`config.mk`:
```
export PLATFORM = sky130hd
export DESIGN_NAME = csd_core_regs
export DESIGN_NICKNAME = d
export VERILOG_FILES = /design/src/csd_pkg.sv /design/src/csd_addr_gen.sv /design/src/csd_core_regs.sv
export VERILOG_INCLUDE_DIRS = /design/src
export SDC_FILE = /design/constraint.sdc
export NUM_CORES = 1
export LEC_CHECK = 0
export BUFFER_PORTS_ARGS = -buffer_cell sky130_fd_sc_hd__buf_2
export CAP_MARGIN = 10
export CELL_PAD_IN_SITES_DETAIL_PLACEMENT = 1
export CELL_PAD_IN_SITES_GLOBAL_PLACEMENT = 1
export CORE_MARGIN = 2
export CORE_UTILIZATION = 40
export DETAILED_ROUTE_END_ITERATION = 10
export GPL_ROUTABILITY_DRIVEN = 0
export GPL_TIMING_DRIVEN = 0
export PLACE_DENSITY = 0.82
export SYNTH_ARGS = -nofsm -noshare
export SYNTH_HDL_FRONTEND = slang
export SYNTH_SLANG_ARGS = --single-unit
export TNS_END_PERCENT = 30
```
`constraint.sdc`:
```
create_clock -name clock_in -period 4.65 [get_ports clock_in]
set_clock_uncertainty 0.05 [all_clocks]
set_input_delay 0.6975 -clock clock_in [delete_from_list [all_inputs] [get_ports clock_in]]
set_output_delay 0.6975 -clock clock_in [all_outputs]
set_load 0.01 [all_outputs]
```
`src/csd_map.svh`:
```
// Address map, field positions, reset values and sizes of the core status and data map
`ifndef CSD_MAP_SVH
`define CSD_MAP_SVH

// ==========================================================================
// Data space regions
`define CSD_IO_BASE 16'h0000
`define CSD_IO_LAST 16'h003f
`define CSD_SRAM_BASE 16'h0040
`define CSD_SRAM_BYTES 32
`define CSD_TOP_OF_SRAM 16'h005f
`define CSD_DIRECT_BASE 16'h0040
`define CSD_DIRECT_LAST 16'h00bf
`define CSD_LOCK_ADDR 16'h3f00
`define CSD_FLASH_BASE 16'h4000
`define CSD_FLASH_LAST 16'h43ff
`define CSD_FLASH_WORDS 512
`define CSD_PC_WIDTH 9
`define CSD_PC_RESET 9'h000

// ==========================================================================
// Core register offsets inside the I/O region
`define CSD_OFS_STACK_POINTER_LOW 6'h3d
`define CSD_OFS_STACK_POINTER_HIGH 6'h3e
`define CSD_OFS_PROCESSOR_STATUS 6'h3f
`define CSD_BIT_IO_LAST 6'h1f

// ==========================================================================
// Processor status fields and reset value
`define CSD_ST_I 7
`define CSD_ST_T 6
`define CSD_ST_H 5
`define CSD_ST_S 4
`define CSD_ST_V 3
`define CSD_ST_N 2
`define CSD_ST_Z 1
`define CSD_ST_C 0
`define CSD_STATUS_RESET 8'h00

// Stack moves in bytes
`define CSD_SP_STEP_DATA 1
`define CSD_SP_STEP_ADDR 2

`endif

```
`src/csd_pkg.sv`:
```
// Types and shared decoding of the core status and data map
`include "csd_map.svh"

package csd_pkg;

    // ======================================================================
    // Access kinds requested by the execution logic
    typedef enum logic [2:0] {
        CSD_K_DIRECT,
        CSD_K_INDIRECT,
        CSD_K_PREDEC,
        CSD_K_POSTINC,
        CSD_K_IOPORT,
        CSD_K_BITSET,
        CSD_K_BITCLR,
        CSD_K_BITTEST
    } csd_kind_t;

    // Regions of the data space
    typedef enum logic [2:0] {
        CSD_R_IO,
        CSD_R_CORE,
        CSD_R_SRAM,
        CSD_R_LOCK,
        CSD_R_FLASH,
        CSD_R_NONE
    } csd_region_t;

    // Access sequencer states
    typedef enum logic [0:0] {
        CSD_S_IDLE,
        CSD_S_WAIT
    } csd_acc_st_t;

    // Region of a data address; core registers sit at the top of I/O
    function automatic csd_region_t csd_region(input logic [15:0] a);
        if (a <= `CSD_IO_LAST) begin
            if (a[5:0] >= `CSD_OFS_STACK_POINTER_LOW) begin
                return CSD_R_CORE;
            end
            return CSD_R_IO;
        end
        if (a <= `CSD_TOP_OF_SRAM) begin
            return CSD_R_SRAM;
        end
        if (a == `CSD_LOCK_ADDR) begin
            return CSD_R_LOCK;
        end
        if (a >= `CSD_FLASH_BASE && a <= `CSD_FLASH_LAST) begin
            return CSD_R_FLASH;
        end
        return CSD_R_NONE;
    endfunction

endpackage

```
`src/csd_addr_gen.sv`:
```
// Effective address and pointer update for each data access kind
`timescale 1ns/1ps
`default_nettype none
`include "csd_map.svh"

module csd_addr_gen #(
    parameter logic [5:0] USART_LO = 6'h1c,
    parameter logic [5:0] USART_HI = 6'h1f
) (
    input wire csd_pkg::csd_kind_t kind_in,
    input wire logic [15:0] addr_in,
    input wire logic [15:0] ptr_in,
    output logic [15:0] eff_out,
    output logic [15:0] ptr_new_out,
    output logic ptr_upd_out,
    output logic legal_out
);
    import csd_pkg::*;

    // ======================================================================
    // Address formation
    // Pure decode; the caller registers everything it passes on
    always_comb begin
        eff_out = addr_in;
        ptr_new_out = ptr_in;
        ptr_upd_out = 1'b0;
        legal_out = 1'b1;
        case (kind_in)
            CSD_K_DIRECT: begin
                eff_out = `CSD_DIRECT_BASE + {9'h000, addr_in[6:0]};
                legal_out = (addr_in[15:7] == 9'h000);
            end
            CSD_K_INDIRECT: begin
                eff_out = ptr_in;
            end
            CSD_K_PREDEC: begin
                eff_out = ptr_in - 16'h0001;
                ptr_new_out = ptr_in - 16'h0001;
                ptr_upd_out = 1'b1;
            end
            CSD_K_POSTINC: begin
                eff_out = ptr_in;
                ptr_new_out = ptr_in + 16'h0001;
                ptr_upd_out = 1'b1;
            end
            CSD_K_IOPORT: begin
                eff_out = {10'h000, addr_in[5:0]};
                legal_out = (addr_in[15:6] == 10'h000);
            end
            CSD_K_BITSET, CSD_K_BITCLR, CSD_K_BITTEST: begin
                // Serial port registers refuse single-bit access
                eff_out = {10'h000, addr_in[5:0]};
                legal_out = (addr_in[15:5] == 11'h000) &&
                    !(addr_in[5:0] >= USART_LO && addr_in[5:0] <= USART_HI);
            end
            default: begin
                legal_out = 1'b0;
            end
        endcase
    end

endmodule

`default_nettype wire

```
`src/csd_core_regs.sv`:
```
// Core stack pointer, processor status and data space access sequencer
//
// Operation
// - Stack pointer is high byte at 0x3E over low byte.
// - Reset loads stack pointer with top of SRAM; low byte at 0x3D.
// - No interrupt taken while global enable, status bit 7, is clear.
// - Taking an interrupt clears global enable; return-from-interrupt sets it.
// - Set and clear interrupt instructions set and clear global enable.
// - Status bit 6 holds the bit copied by bit store and load.
// - Sign flag at bit 4 always equals negative XOR overflow.
// - ALU results update zero, negative and carry flags.
// - Half carry and two's complement overflow are recorded in their flags.
// - Flash is 512 words of 16 bits, 9-bit counter from 0x000.
// - Program memory appears in data space from byte address 0x4000.
// - First 64 data addresses are I/O, next 32 are SRAM.
// - Lock bits and flash read in data space; writes are ignored. Here such writes change nothing but raise a fault.
// - Direct, indirect, pre-decrement and post-increment modes; R26 to R31 are pointers.
// - Port instructions reach all I/O; direct reaches 0x0040 to 0x00BF.
// - Pre-decrement and post-increment update the pointer; indirect reaches everything.
// - Each SRAM access completes in two clock cycles.
// - Single-bit instructions work on I/O 0x00 to 0x1F except serial port.
// - Single-bit set and clear change only the addressed bit.
// - Some flags clear when software writes a one to them.
// - Call or interrupt entry pushes return address, stack pointer minus 2.
// - After clear-interrupt no interrupt is taken, not even a simultaneous one.
`timescale 1ns/1ps
`default_nettype none
`include "csd_map.svh"

module csd_core_regs #(
    parameter int SRAM_BYTES = `CSD_SRAM_BYTES,
    parameter int SP_W = 7,
    parameter logic [5:0] USART_LO = 6'h1c,
    parameter logic [5:0] USART_HI = 6'h1f
) (
    input wire logic clock_in,
    input wire logic rst_in,
    // Data access request from the load/store datapath
    input wire logic acc_req_in,
    input wire csd_pkg::csd_kind_t acc_kind_in,
    input wire logic acc_we_in,
    input wire logic [15:0] acc_addr_in,
    input wire logic [2:0] acc_bit_in,
    input wire logic [7:0] acc_wdata_in,
    input wire logic [1:0] acc_ptr_sel_in,
    input wire logic [15:0] acc_ptr_in,
    output logic acc_busy_out,
    output logic acc_ack_out,
    output logic [7:0] acc_rdata_out,
    output logic acc_skip_out,
    output logic acc_fault_out,
    output logic ptr_wb_en_out,
    output logic [1:0] ptr_wb_sel_out,
    output logic [15:0] ptr_wb_out,
    // Peripheral I/O bus
    output logic io_we_out,
    output logic io_re_out,
    output logic [5:0] io_addr_out,
    output logic [7:0] io_wdata_out,
    output logic [7:0] io_wmask_out,
    input wire logic [7:0] io_rdata_in,
    // Program flash and lock bits
    output logic [`CSD_PC_WIDTH-1:0] flash_addr_out,
    input wire logic [15:0] flash_rdata_in,
    input wire logic [7:0] lock_bits_in,
    // Status flag updates from the ALU
    input wire logic alu_upd_in,
    input wire logic [4:0] alu_mask_in,
    input wire logic [7:0] alu_res_in,
    input wire logic alu_c_in,
    input wire logic alu_h_in,
    input wire logic alu_v_in,
    input wire logic bst_in,
    input wire logic bst_val_in,
    // Interrupt and stack control
    input wire logic sei_in,
    input wire logic cli_in,
    input wire logic return_from_irq_instr_in,
    input wire logic irq_req_in,
    input wire logic sp_push_in,
    input wire logic sp_pop_in,
    input wire logic sp_call_in,
    input wire logic sp_ret_in,
    output logic irq_take_out,
    output logic [7:0] status_out,
    output logic [15:0] stack_pointer_out
);
    import csd_pkg::*;

    localparam int IDX_W = $clog2(SRAM_BYTES);
    localparam logic [SP_W-1:0] SP_RESET = SP_W'(`CSD_TOP_OF_SRAM);

    // ======================================================================
    // Elaboration checks
    // The map is fixed, so the SRAM size and pointer width must match it
    if (SRAM_BYTES != `CSD_SRAM_BYTES) begin : g_bad_sram
        $error("SRAM size does not match the data map");
    end
    if (SP_W < 7 || SP_W > 16) begin : g_bad_sp
        $error("Stack pointer width cannot address the SRAM");
    end

    // ======================================================================
    // State
    typedef struct packed {
        csd_acc_st_t st;
        logic busy;
        logic [7:0] status;
        logic [SP_W-1:0] sp;
        logic [SRAM_BYTES-1:0][7:0] sram;
        logic [15:0] addr;
        csd_kind_t kind;
        logic legal;
        logic we;
        logic [2:0] bitn;
        logic [7:0] wdata;
        logic [7:0] wmask;
        logic ack;
        logic [7:0] rdata;
        logic skip;
        logic fault;
        logic io_we;
        logic io_re;
        logic [5:0] io_addr;
        logic [7:0] io_wdata;
        logic [7:0] io_wmask;
        logic [`CSD_PC_WIDTH-1:0] flash_addr;
        logic irq_take;
        logic ptr_wb_en;
        logic [1:0] ptr_wb_sel;
        logic [15:0] ptr_wb;
    } csd_state_t;

    csd_state_t q;
    csd_state_t d;

    logic [15:0] ag_eff;
    logic [15:0] ag_ptr_new;
    logic ag_ptr_upd;
    logic ag_legal;

    // ======================================================================
    // Address generation
    csd_addr_gen #(
        .USART_LO(USART_LO),
        .USART_HI(USART_HI)
    ) u_addr_gen (
        .kind_in(acc_kind_in),
        .addr_in(acc_addr_in),
        .ptr_in(acc_ptr_in),
        .eff_out(ag_eff),
        .ptr_new_out(ag_ptr_new),
        .ptr_upd_out(ag_ptr_upd),
        .legal_out(ag_legal)
    );

    // ======================================================================
    // Next state
    // Order inside one cycle: data write, ALU flags, bit store, interrupt
    // enable, then stack moves; later steps win where they overlap
    always_comb begin
        csd_region_t rg;
        logic [15:0] sram_off;
        logic [IDX_W-1:0] idx;
        logic [15:0] sp_full;
        logic [7:0] cur;
        logic take;
        rg = CSD_R_NONE;
        sram_off = 16'h0000;
        idx = '0;
        sp_full = 16'h0000;
        cur = 8'h00;
        take = 1'b0;
        d = q;
        d.ack = 1'b0;
        d.skip = 1'b0;
        d.io_we = 1'b0;
        d.io_re = 1'b0;
        d.irq_take = 1'b0;
        d.ptr_wb_en = 1'b0;

        case (q.st)
            CSD_S_IDLE: begin
                if (acc_req_in) begin
                    // Latch the request; every access then spends one wait cycle
                    rg = csd_region(ag_eff);
                    d.st = CSD_S_WAIT;
                    d.busy = 1'b1;
                    d.addr = ag_eff;
                    d.kind = acc_kind_in;
                    d.legal = ag_legal;
                    d.bitn = acc_bit_in;
                    d.fault = 1'b0;
                    d.we = acc_we_in;
                    d.wdata = acc_wdata_in;
                    d.wmask = 8'hff;
                    if (acc_kind_in == CSD_K_BITSET || acc_kind_in == CSD_K_BITCLR) begin
                        // A lone-bit mask keeps write-one-to-clear neighbours intact
                        d.we = 1'b1;
                        d.wmask = 8'h01 << acc_bit_in;
                        d.wdata = (acc_kind_in == CSD_K_BITSET) ? d.wmask : 8'h00;
                    end else if (acc_kind_in == CSD_K_BITTEST) begin
                        d.we = 1'b0;
                    end
                    // Pointer write-back for the auto-modify modes
                    d.ptr_wb_en = ag_ptr_upd;
                    d.ptr_wb = ag_ptr_new;
                    d.ptr_wb_sel = acc_ptr_sel_in;
                    // Peripheral strobes go out only for legal peripheral accesses
                    if (rg == CSD_R_IO && ag_legal) begin
                        d.io_addr = ag_eff[5:0];
                        d.io_we = d.we;
                        d.io_re = !d.we;
                        d.io_wdata = d.wdata;
                        d.io_wmask = d.wmask;
                    end
                    if (rg == CSD_R_FLASH) begin
                        sram_off = ag_eff - `CSD_FLASH_BASE;
                        d.flash_addr = sram_off[`CSD_PC_WIDTH:1];
                    end
                end
            end
            CSD_S_WAIT: begin
                // Second cycle: complete the access and answer
                rg = csd_region(q.addr);
                d.st = CSD_S_IDLE;
                d.busy = 1'b0;
                d.ack = 1'b1;
                d.rdata = 8'h00;
                d.fault = !q.legal;
                sram_off = q.addr - `CSD_SRAM_BASE;
                idx = sram_off[IDX_W-1:0];
                if (q.legal) begin
                    case (rg)
                        CSD_R_IO: begin
                            d.rdata = q.we ? 8'h00 : io_rdata_in;
                        end
                        CSD_R_CORE: begin
                            // Stack pointer bits above SP_W read zero
                            sp_full = 16'(q.sp);
                            case (q.addr[5:0])
                                `CSD_OFS_STACK_POINTER_LOW: cur = sp_full[7:0];
                                `CSD_OFS_STACK_POINTER_HIGH: cur = sp_full[15:8];
                                default: cur = q.status;
                            endcase
                            d.rdata = q.we ? 8'h00 : cur;
                            if (q.we) begin
                                cur = (cur & ~q.wmask) | (q.wdata & q.wmask);
                                case (q.addr[5:0])
                                    `CSD_OFS_STACK_POINTER_LOW: begin
                                        sp_full[7:0] = cur;
                                        d.sp = sp_full[SP_W-1:0];
                                    end
                                    `CSD_OFS_STACK_POINTER_HIGH: begin
                                        sp_full[15:8] = cur;
                                        d.sp = sp_full[SP_W-1:0];
                                    end
                                    default: d.status = cur;
                                endcase
                            end
                        end
                        CSD_R_SRAM: begin
                            if (q.we) begin
                                d.sram[idx] = q.wdata;
                            end else begin
                                d.rdata = q.sram[idx];
                            end
                        end
                        CSD_R_LOCK: begin
                            d.rdata = q.we ? 8'h00 : lock_bits_in;
                            d.fault = q.we;
                        end
                        CSD_R_FLASH: begin
                            // Odd byte address selects the high byte of the word
                            cur = q.addr[0] ? flash_rdata_in[15:8] : flash_rdata_in[7:0];
                            d.rdata = q.we ? 8'h00 : cur;
                            d.fault = q.we;
                        end
                        default: begin
                            d.fault = 1'b1;
                        end
                    endcase
                end
                if (q.kind == CSD_K_BITTEST) begin
                    d.skip = q.legal && d.rdata[q.bitn];
                end
            end
            default: begin
                d.st = CSD_S_IDLE;
                d.busy = 1'b0;
            end
        endcase

        // ALU flag updates, one mask bit per flag: C, Z, N, V, H
        if (alu_upd_in) begin
            if (alu_mask_in[0]) d.status[`CSD_ST_C] = alu_c_in;
            if (alu_mask_in[1]) d.status[`CSD_ST_Z] = (alu_res_in == 8'h00);
            if (alu_mask_in[2]) d.status[`CSD_ST_N] = alu_res_in[7];
            if (alu_mask_in[3]) d.status[`CSD_ST_V] = alu_v_in;
            if (alu_mask_in[4]) d.status[`CSD_ST_H] = alu_h_in;
        end
        if (bst_in) d.status[`CSD_ST_T] = bst_val_in;

        // Interrupt gate looks at the enable as it stood and at a same-cycle clear
        take = irq_req_in && q.status[`CSD_ST_I] && !cli_in;
        if (take) begin
            d.irq_take = 1'b1;
            d.status[`CSD_ST_I] = 1'b0;
        end
        if (return_from_irq_instr_in) d.status[`CSD_ST_I] = 1'b1;
        if (sei_in) d.status[`CSD_ST_I] = 1'b1;
        if (cli_in) begin
            d.status[`CSD_ST_I] = 1'b0;
        end
        d.status[`CSD_ST_S] = d.status[`CSD_ST_N] ^ d.status[`CSD_ST_V];

        // Stack moves wrap within SP_W bits
        if (sp_push_in) d.sp = d.sp - SP_W'(`CSD_SP_STEP_DATA);
        if (sp_pop_in) d.sp = d.sp + SP_W'(`CSD_SP_STEP_DATA);
        if (sp_call_in || take) d.sp = d.sp - SP_W'(`CSD_SP_STEP_ADDR);
        if (sp_ret_in) d.sp = d.sp + SP_W'(`CSD_SP_STEP_ADDR);

        // Synchronous reset values
        if (rst_in) begin
            d = '0;
            d.st = CSD_S_IDLE;
            d.status = `CSD_STATUS_RESET;
            d.sp = SP_RESET;
            d.flash_addr = `CSD_PC_RESET;
        end
    end

    // ======================================================================
    // Registers
    always_ff @(posedge clock_in) begin
        q <= d;
    end

    // ======================================================================
    // Outputs, all straight from the state register
    assign acc_busy_out = q.busy;
    assign acc_ack_out = q.ack;
    assign acc_rdata_out = q.rdata;
    assign acc_skip_out = q.skip;
    assign acc_fault_out = q.fault;
    assign ptr_wb_en_out = q.ptr_wb_en;
    assign ptr_wb_sel_out = q.ptr_wb_sel;
    assign ptr_wb_out = q.ptr_wb;
    assign io_we_out = q.io_we;
    assign io_re_out = q.io_re;
    assign io_addr_out = q.io_addr;
    assign io_wdata_out = q.io_wdata;
    assign io_wmask_out = q.io_wmask;
    assign flash_addr_out = q.flash_addr;
    assign irq_take_out = q.irq_take;
    assign status_out = q.status;
    assign stack_pointer_out = 16'(q.sp);

endmodule

`default_nettype wire

```
==> results.md, run 1 <==
* Remaining global-route overflow at 0
* Leak pwr at around 8 nW
* Wire per inst at ~24 um
* Total of buffers placed on input and output ports at 184
* Most frequent cell after synthesis: nand2_1
* Upper clock frequency limit at approximately 0.22 GHz
* Power per standard cell area at about 370 nW/um^2
* End of the worst register-to-register path: acc_skip_out
* Clock sink count at between 300 and 400
* WL final at 77750 um
* Proportion of synthesized chip area in sequential cells at between 40 and 50%
* Class of the tightest hold or removal check: input pin to register
* Fraction of synthesized cell area taken by the top area cell type at approximately two fifths
* Cell occurring most often along the worst timing path: a21oi_1
* Leading post-synthesis cells by cell area: dfxtp_1 (40%), nand2_1 (12%), a21oi_1 (9.2%)
* CTS buffer count at 43
* Synth-to-layout area growth at 17.49%
* Final net count at 2705
* Number of hold-repair buffers added at the cts stage at 0
* Total Neg Setup Slack at 0 ns
* Io pins at 200
* Post-route clock period utilization at a little over nine tenths
* Synth Flop Type: dfxtp_1
* Top post-synthesis cells by count: nand2_1 (587), dfxtp_1 (377), a21oi_1 (346)
* Clock transition at the registers of the reported paths at 0.06 ns
* Cell type of the slowest stage on the worst timing path: buf_1
* Fraction of final layout cells with drive strength greater than 1 at between 10% and 20%
* Highest ir drop seen on vdd at between 0.0002 and 0.0003 V
* Critical Path, Cell by Cell: buf_2 > buf_1 > clkbuf_1 > mux4_2 > a21oi_1 > nand3_1 > a21oi_1 > nor3_1 > a21oi_1 > mux4_2 > a2111oi_0
* Clk Tree Root Cell: clkbuf_16
* Async set-reset flop share out of synthesis at 0%
* Number of failing setup endpoints in the final timing report at 0
* Number of cells traversed by the worst register-to-register path at 11
* Vias in the first global route at about 20k
* Number of flip-flops and latches in the synthesized netlist at roughly 380
* Number of flops mapped to enable cells by yosys at 0
* Post-route DRC violation count at 0
* Source of the worst hold timing path: cli_in
* CP required at roughly 5.0 ns
* Critical Path Fanout Max at 10
* Maxcap violations at 0
* Die span in y at about 220 um
* Count of mapped cells out of synthesis at approximately 2.3k
* Number of optimization iterations in the first detailed-route pass at 6
* Pin count of the biggest net entering global routing at 14
* Global-route total usage across every layer at 30.94%
* Number of distinct library cells after synthesis at 80
* Initial Utilization at approximately 40%
* Startpoint of the lowest-slack register-to-register path: q[89]
* Layout filler cell count at 5692
* Antenna Cells at 0
* Hold path depth at 2
* Crit path from: q[89]
* Number of synthesis warnings at 0
* Floorplan Core Area at approximately 47000 um^2
* Minimum hold slack at 0.2637 ns
* Class of the most critical setup path: register to register
* Slack of the worst reg-to-reg path at approximately 0.071 ns
* Post-layout minimum cycle time at approximately 4.6 ns
* Multi-input combinational cell area at between 10000 and 15000 um^2
* Slew HR at 12.23%
* Avg Cell Area, Syn at about 8 um^2
* Biggest area consumer among synthesized cells: dfxtp_1
* Hold Violations, Final at 0
* Clk_lat worst skew at between 0.5 and 0.6 ns
* Slew at the pin with the worst max-slew slack at about 1.3 ns
* Number of buffers on the longest clock path at 3
* Data arrival at the endpoint of the critical path at just under 5 ns
* Netlist area before placement at between 15000 and 20000 um^2
* Total count of max-transition violations in the final report at 0
* Kind of capture point of the worst setup path: register
* Hold EP: status_out[7]
* Via-per-instance ratio at 6.055
* TritonCTS clock tree: yes
* Site Rows at just under 80
* Depth of the CTS H-tree at 2
* HPWL reported at the end of detailed placement at between 50000 and 60000 um
* FF/Latch Area at 7548 um^2
* X dimension of the die at between 200 and 250 um
* Unrepaired setup endpoints after global routing: yes
* Full die area at a little under 50000 um^2
* Drt first-iter violations at 1678
* Overall via count from detail_route at 19.55k
* Post-route ant nets at 0
* Startpoint class of the critical path: register
* CP max stage delay at roughly 0.8 ns
* Number of antenna violations at the first check in global routing at 2
* Status: completed
* First-pass GRT wire length at 118200 um
-- critical path, delay by kind of cell (launching register included) --
kind | cells | cell delay [ns]
compound gates | 4 | 0.75
simple gates | 2 | 0.43
flops | 1 | 0.39
buf+inv | 3 | 1.93
mux | 2 | 0.89
-- worst max path at each step --
stage | slack, ns | depth (start not counted) | to
final | 0.07 | 11 | acc_skip_out
after global routing | -0.12 | 17 | stack_pointer_out[6]
after CTS | -0.05 | 17 | stack_pointer_out[6]
after detailed placement | -0.73 | 16 | stack_pointer_out[6]
after global placement | -0.56 | 16 | stack_pointer_out[6]
after floorplan | 0.29 | 16 | stack_pointer_out[6]
-- stage by stage --
step                      utilization, %  cell area (um^2)  power (mW)  std cells  worst slack (ns)
after floorplan                        -             18880       4.210       2354            0.2850
after global placement             44.17             20560       4.640       3145           -0.5625
after detailed placement           44.17             20560       4.687       3145           -0.7310
after CTS                          47.38             22060       8.114       3223          -0.04954
after global routing               47.58             22150       8.408       3228           -0.1179
final                              47.58             22150       8.166       3228           0.07079
-- routing by layer --
layer | vias up | track usage [%] | routed length (um)
met4 | 2 | 15.76 | 4067
met2 | 986 | 50.63 | 36190
met1 | 9701 | 38.55 | 30900
met5 | - | 0 | 10
met3 | 258 | 6.493 | 6584
li1 | 8598 | - | -
-- where the power goes --
part | internal, mW | switching (mW)
combinational | 0.483 | 0.843
clock | 2.03 | 1.43
sequential | 3.30 | 0.0895
total | 5.81 | 2.36
-- kinds of logic (layout without fill, tap and decap cells) --
group	count (synthesis)	count (layout)	synth area share, %
flip-flops	377	377	40.03
adder cells (fa/ha/maj)	6	6	0.3982
buffers and inverters	269	536	7.101
other	1	9	0.01989
multiplexers	132	132	11.51
AO/OA/AOI/OAI	539	539	16.60
XOR/XNOR	28	28	1.374
AND/OR/NAND/NOR	994	994	22.96
-- timing repair --
action	CTS	global route
endpoints found under the setup margin	78	115
gates resized for setup	15	14
pin swaps	1	5
buffers inserted	1	4
hold endpoints to repair	0	0
gates cloned	0	0
-- final cells by class --
| cell class | instances | share of cell area, % |
|---|---|---|
| plain buffers | 248 | 5.739 |
| well taps | 607 | 3.429 |
| clock buffers | 65 | 5.824 |
| repair buffers | 191 | 4.372 |
| multi-input cells | 1708 | 45.63 |
| inverters | 19 | 0.3220 |
| clock inverters | 13 | 0.6044 |
| flip-flops and latches | 377 | 34.08 |
-- cells in the final DEF (no fill, tap or decap), types with 27 or more instances in the layout --
cell	Yosys	final
nand3_1	93	93
dfxtp_1	377	376
clkbuf_16	0	44
nor2_1	149	148
a21oi_1	346	344
mux4_2	66	66
clkbuf_1	143	150
o21ai_0	41	41
nand2_1	587	587
buf_4	81	86
a211oi_1	39	39
nor3_1	31	27
buf_2	14	198
mux2i_1	48	45
Note: power is estimated with default switching activity, not from simulation.
==> run 2: changes to the inputs <==
--- a/config.mk
+++ b/config.mk
@@ -6,16 +6,18 @@
 export SDC_FILE = /design/constraint.sdc
 export NUM_CORES = 1
 export LEC_CHECK = 0
-export BUFFER_PORTS_ARGS = -buffer_cell sky130_fd_sc_hd__buf_2
+export ABC_CLOCK_PERIOD_IN_PS = 4650
 export CAP_MARGIN = 10
 export CELL_PAD_IN_SITES_DETAIL_PLACEMENT = 1
 export CELL_PAD_IN_SITES_GLOBAL_PLACEMENT = 1
 export CORE_MARGIN = 2
-export CORE_UTILIZATION = 40
+export CORE_UTILIZATION = 41
 export DETAILED_ROUTE_END_ITERATION = 10
+export DONT_BUFFER_PORTS = 1
 export GPL_ROUTABILITY_DRIVEN = 0
 export GPL_TIMING_DRIVEN = 0
-export PLACE_DENSITY = 0.82
+export HOLD_SLACK_MARGIN = 0.05
+export PLACE_DENSITY = 0.78
 export SYNTH_ARGS = -nofsm -noshare
 export SYNTH_HDL_FRONTEND = slang
 export SYNTH_SLANG_ARGS = --single-unit
==> run 2 against run 1 <==
  * Wire length decreased by 1.5%
  * First-iteration DRC count increased by 2.6%
  * Worst hold slack got worse by 0.13 ns
  * Critical endpoint is now stack_pointer_out[6]
==> results.md, run 2 (same netlist as run 1, synthesis figures left out) <==
* Status: completed (unchanged)
* Clk_lat worst skew at 0.58 ns (was 0.59 ns)
* TritonCTS clock tree: yes (unchanged)
* Number of buffer and inverter instances along the worst setup path at 1 (was 3)
* Final net count at 2520 (was 2705)
* Clock transition at the registers of the reported paths at 0.06 ns (about the same)
* Site Rows at 78 (was 79)
* Initial Utilization at 41.54% (was 40.50%)
* Number of buffers on the longest clock path at 3 (unchanged)
* Most used cells in the layout excluding fill and tap cells: nand2_1 (587), dfxtp_1 (376), a21oi_1 (344) (unchanged)
* Synth-to-layout area growth at 12.69% (was 17.49%)
* Slew at the pin with the worst max-slew slack at 1.379 ns (was 1.314 ns)
* Kind of capture point of the worst setup path: register (unchanged)
* Number of failing setup endpoints in the final timing report at 0 (unchanged)
* Floorplan Core Area at 45380 um^2 (was 46560 um^2)
* Hold Violations, Final at 0 (unchanged)
* Number of instances in the placed design at 2955 (was 3145)
* X dimension of the die at 218.4 um (was 221.1 um)
* Power per standard cell area at 381.2 nW/um^2 (was 368.7 nW/um^2)
* Data arrival at the endpoint of the critical path at 5.06 ns (was 4.97 ns)
* Pin count of the biggest net entering global routing at 20 (was 14)
* Leak pwr at 7.040 nW (was 7.853 nW)
* Fraction of final layout cells with drive strength greater than 1 at 12.27% (was 18.43%)
* Post-layout minimum cycle time at 4.615 ns (was 4.579 ns)
* CP max stage delay at 0.59 ns (was 0.81 ns)
* Post-route ant nets at 0 (unchanged)
* Unrepaired setup endpoints after global routing: yes (unchanged)
* Number of hold-repair buffers added at the cts stage at 0 (unchanged)
* Global-route total usage across every layer at 31.65% (was 30.94%)
* Remaining global-route overflow at 0 (unchanged)
* Family with the most delay on the worst path: simple AND/OR/NAND/NOR gates (was buffers and inverters)
* Clock sink count at 377 (unchanged)
* Clk Tree Root Cell: clkbuf_16 (unchanged)
* Class of the most critical setup path: register to register (unchanged)
* Fin cells at 3037 (was 3228)
* Class of the tightest hold or removal check: input pin to register (unchanged)
* Total count of max-transition violations in the final report at 0 (unchanged)
* Maxcap violations at 0 (unchanged)
* Depth of the CTS H-tree at 2 (unchanged)
* Post-route clock period utilization at 99.24% (was 98.48%)
* Drt first-iter violations at 1722 (was 1678)
* Wire per inst at 25.21 um (was 24.09 um)
* Number of optimization iterations in the first detailed-route pass at 6 (unchanged)
* Vias in the first global route at 18.88k (was 20.15k)
* CTS buffer count at 43 (unchanged)
* Overall via count from detail_route at 18.63k (was 19.55k)
* Via-per-instance ratio at 6.133 (was 6.055)
* HPWL reported at the end of detailed placement at 56140 um (was 57260 um)
* Post-route DRC violation count at 0 (unchanged)
* Total of buffers placed on input and output ports at 0 (was 184)
* Minimum hold slack at 0.1362 ns (was 0.2637 ns)
* Upper clock frequency limit at 0.2167 GHz (was 0.2184 GHz)
* Startpoint class of the critical path: register (unchanged)
* Full die area at 47710 um^2 (was 48890 um^2)
* Cell type of the slowest stage on the worst timing path: or4_4 (was buf_1)
* Highest ir drop seen on vdd at 0.0003242 V (was 0.0002792 V)
* Critical Path, Cell by Cell: or4_4 > nor4_4 > and2_4 > buf_6 > mux2i_4 > ha_4 > mux2i_2 > ha_1 > a21oi_2 > o31a_1 > ha_1 > and2_4 > nor4_1 > or4_4 > a211oi_4 > mux2i_1 (was buf_2 > buf_1 > clkbuf_1 > mux4_2 > a21oi_1 > nand3_1 > a21oi_1 > nor3_1 > a21oi_1 > mux4_2 > a2111oi_0)
* Slew HR at 7.889% (was 12.23%)
* Antenna Cells at 0 (unchanged)
* WL final at 76570 um (was 77750 um)
* Io pins at 200 (unchanged)
* Die span in y at 218.4 um (was 221.1 um)
* CP required at 5.10 ns (was 5.04 ns)
* Number of antenna violations at the first check in global routing at 0 (was 2)
* First-pass GRT wire length at 114800 um (was 118200 um)
* Most common cell after layout, fill and taps aside: nand2_1 (unchanged)
* Critical Path Fanout Max at 6 (was 10)
run 2: changes by cell type in the layout (fill, tap and decap cells not counted), moves of 2 or more:
cell,previous run,this run
buf_2,198,11
buf_4,86,88
clkbuf_1,150,146
clkbuf_8,11,13
clkinv_4,1,3
clkinvlp_4,0,2
nor4_2,2,0
run 2: per-layer routing:
layer,wire length [um],global-route usage (%),vias to the layer above
li1,-,-,8224
met1,31530,41.13,9324
met2,35810,51.90,885
met3,6025,5.247,194
met4,3213,13.45,0
met5,0,0,-
run 2: layout make-up:
class / count / area, um^2
repair buffers: 6 / 45.04
inverters: 19 / 71.32
multi-input cells: 1708 / 10110
fillers: 5508 / 24140
clock buffers: 65 / 1331
flip-flops and latches: 377 / 7548
clock inverters: 14 / 111.4
plain buffers: 248 / 1275
well taps: 600 / 750.7
run 2: worst register-to-register path, stage by stage (launching register included):
cell	delay, ns
dfxtp_1	0.35
or4_4	0.59
nor4_4	0.42
and2_4	0.23
buf_6	0.14
mux2i_4	0.29
ha_4	0.25
mux2i_2	0.18
ha_1	0.28
a21oi_2	0.17
o31a_1	0.21
ha_1	0.16
and2_4	0.15
nor4_1	0.07
or4_4	0.56
a211oi_4	0.23
mux2i_1	0.23
run 2: path summary, 6_finish.rpt:
check	start	endpoint	slack (ns)	depth (start not counted)
max reg2reg	q[103]	stack_pointer_out[6]	0.04	16
max	q[103]	stack_pointer_out[6]	0.04	16
min reg2reg	register	register	0.40	2
min	cli_in	status_out[7]	0.14	1
run 2: metrics by stage:
step | TNS [ns] | power [mW] | utilization (%) | instance area [um^2] | setup slack [ns]
6_report | 0 | 8.100 | 46.82 | 21250 | 0.03535
5_1_grt | -0.09635 | 8.306 | 46.82 | 21250 | -0.08121
4_1_cts | 0 | 8.046 | 46.63 | 21160 | 0.01031
3_5_place_dp | -16.11 | 4.592 | 43.28 | 19640 | -0.7496
3_3_place_gp | -14.09 | 4.549 | 43.26 | 19630 | -0.5854
2_1_floorplan | 0 | 4.210 | - | 18880 | 0.2850
run 2: power by group:
part | total (mW) | internal, mW | switching (mW) | leakage, nW
sequential | 3.39 | 3.29 | 0.0936 | 3.05
clock | 3.49 | 2.04 | 1.45 | 0.714
combinational | 1.22 | 0.427 | 0.798 | 3.28
total | 8.10 | 5.76 | 2.34 | 7.04
run 2: what timing repair did:
action                     CTS  global route
gates cloned                 0             0
setup endpoints to repair  127            24
pin swaps                    2             5
buffers inserted             3             2
resized for setup           16            13
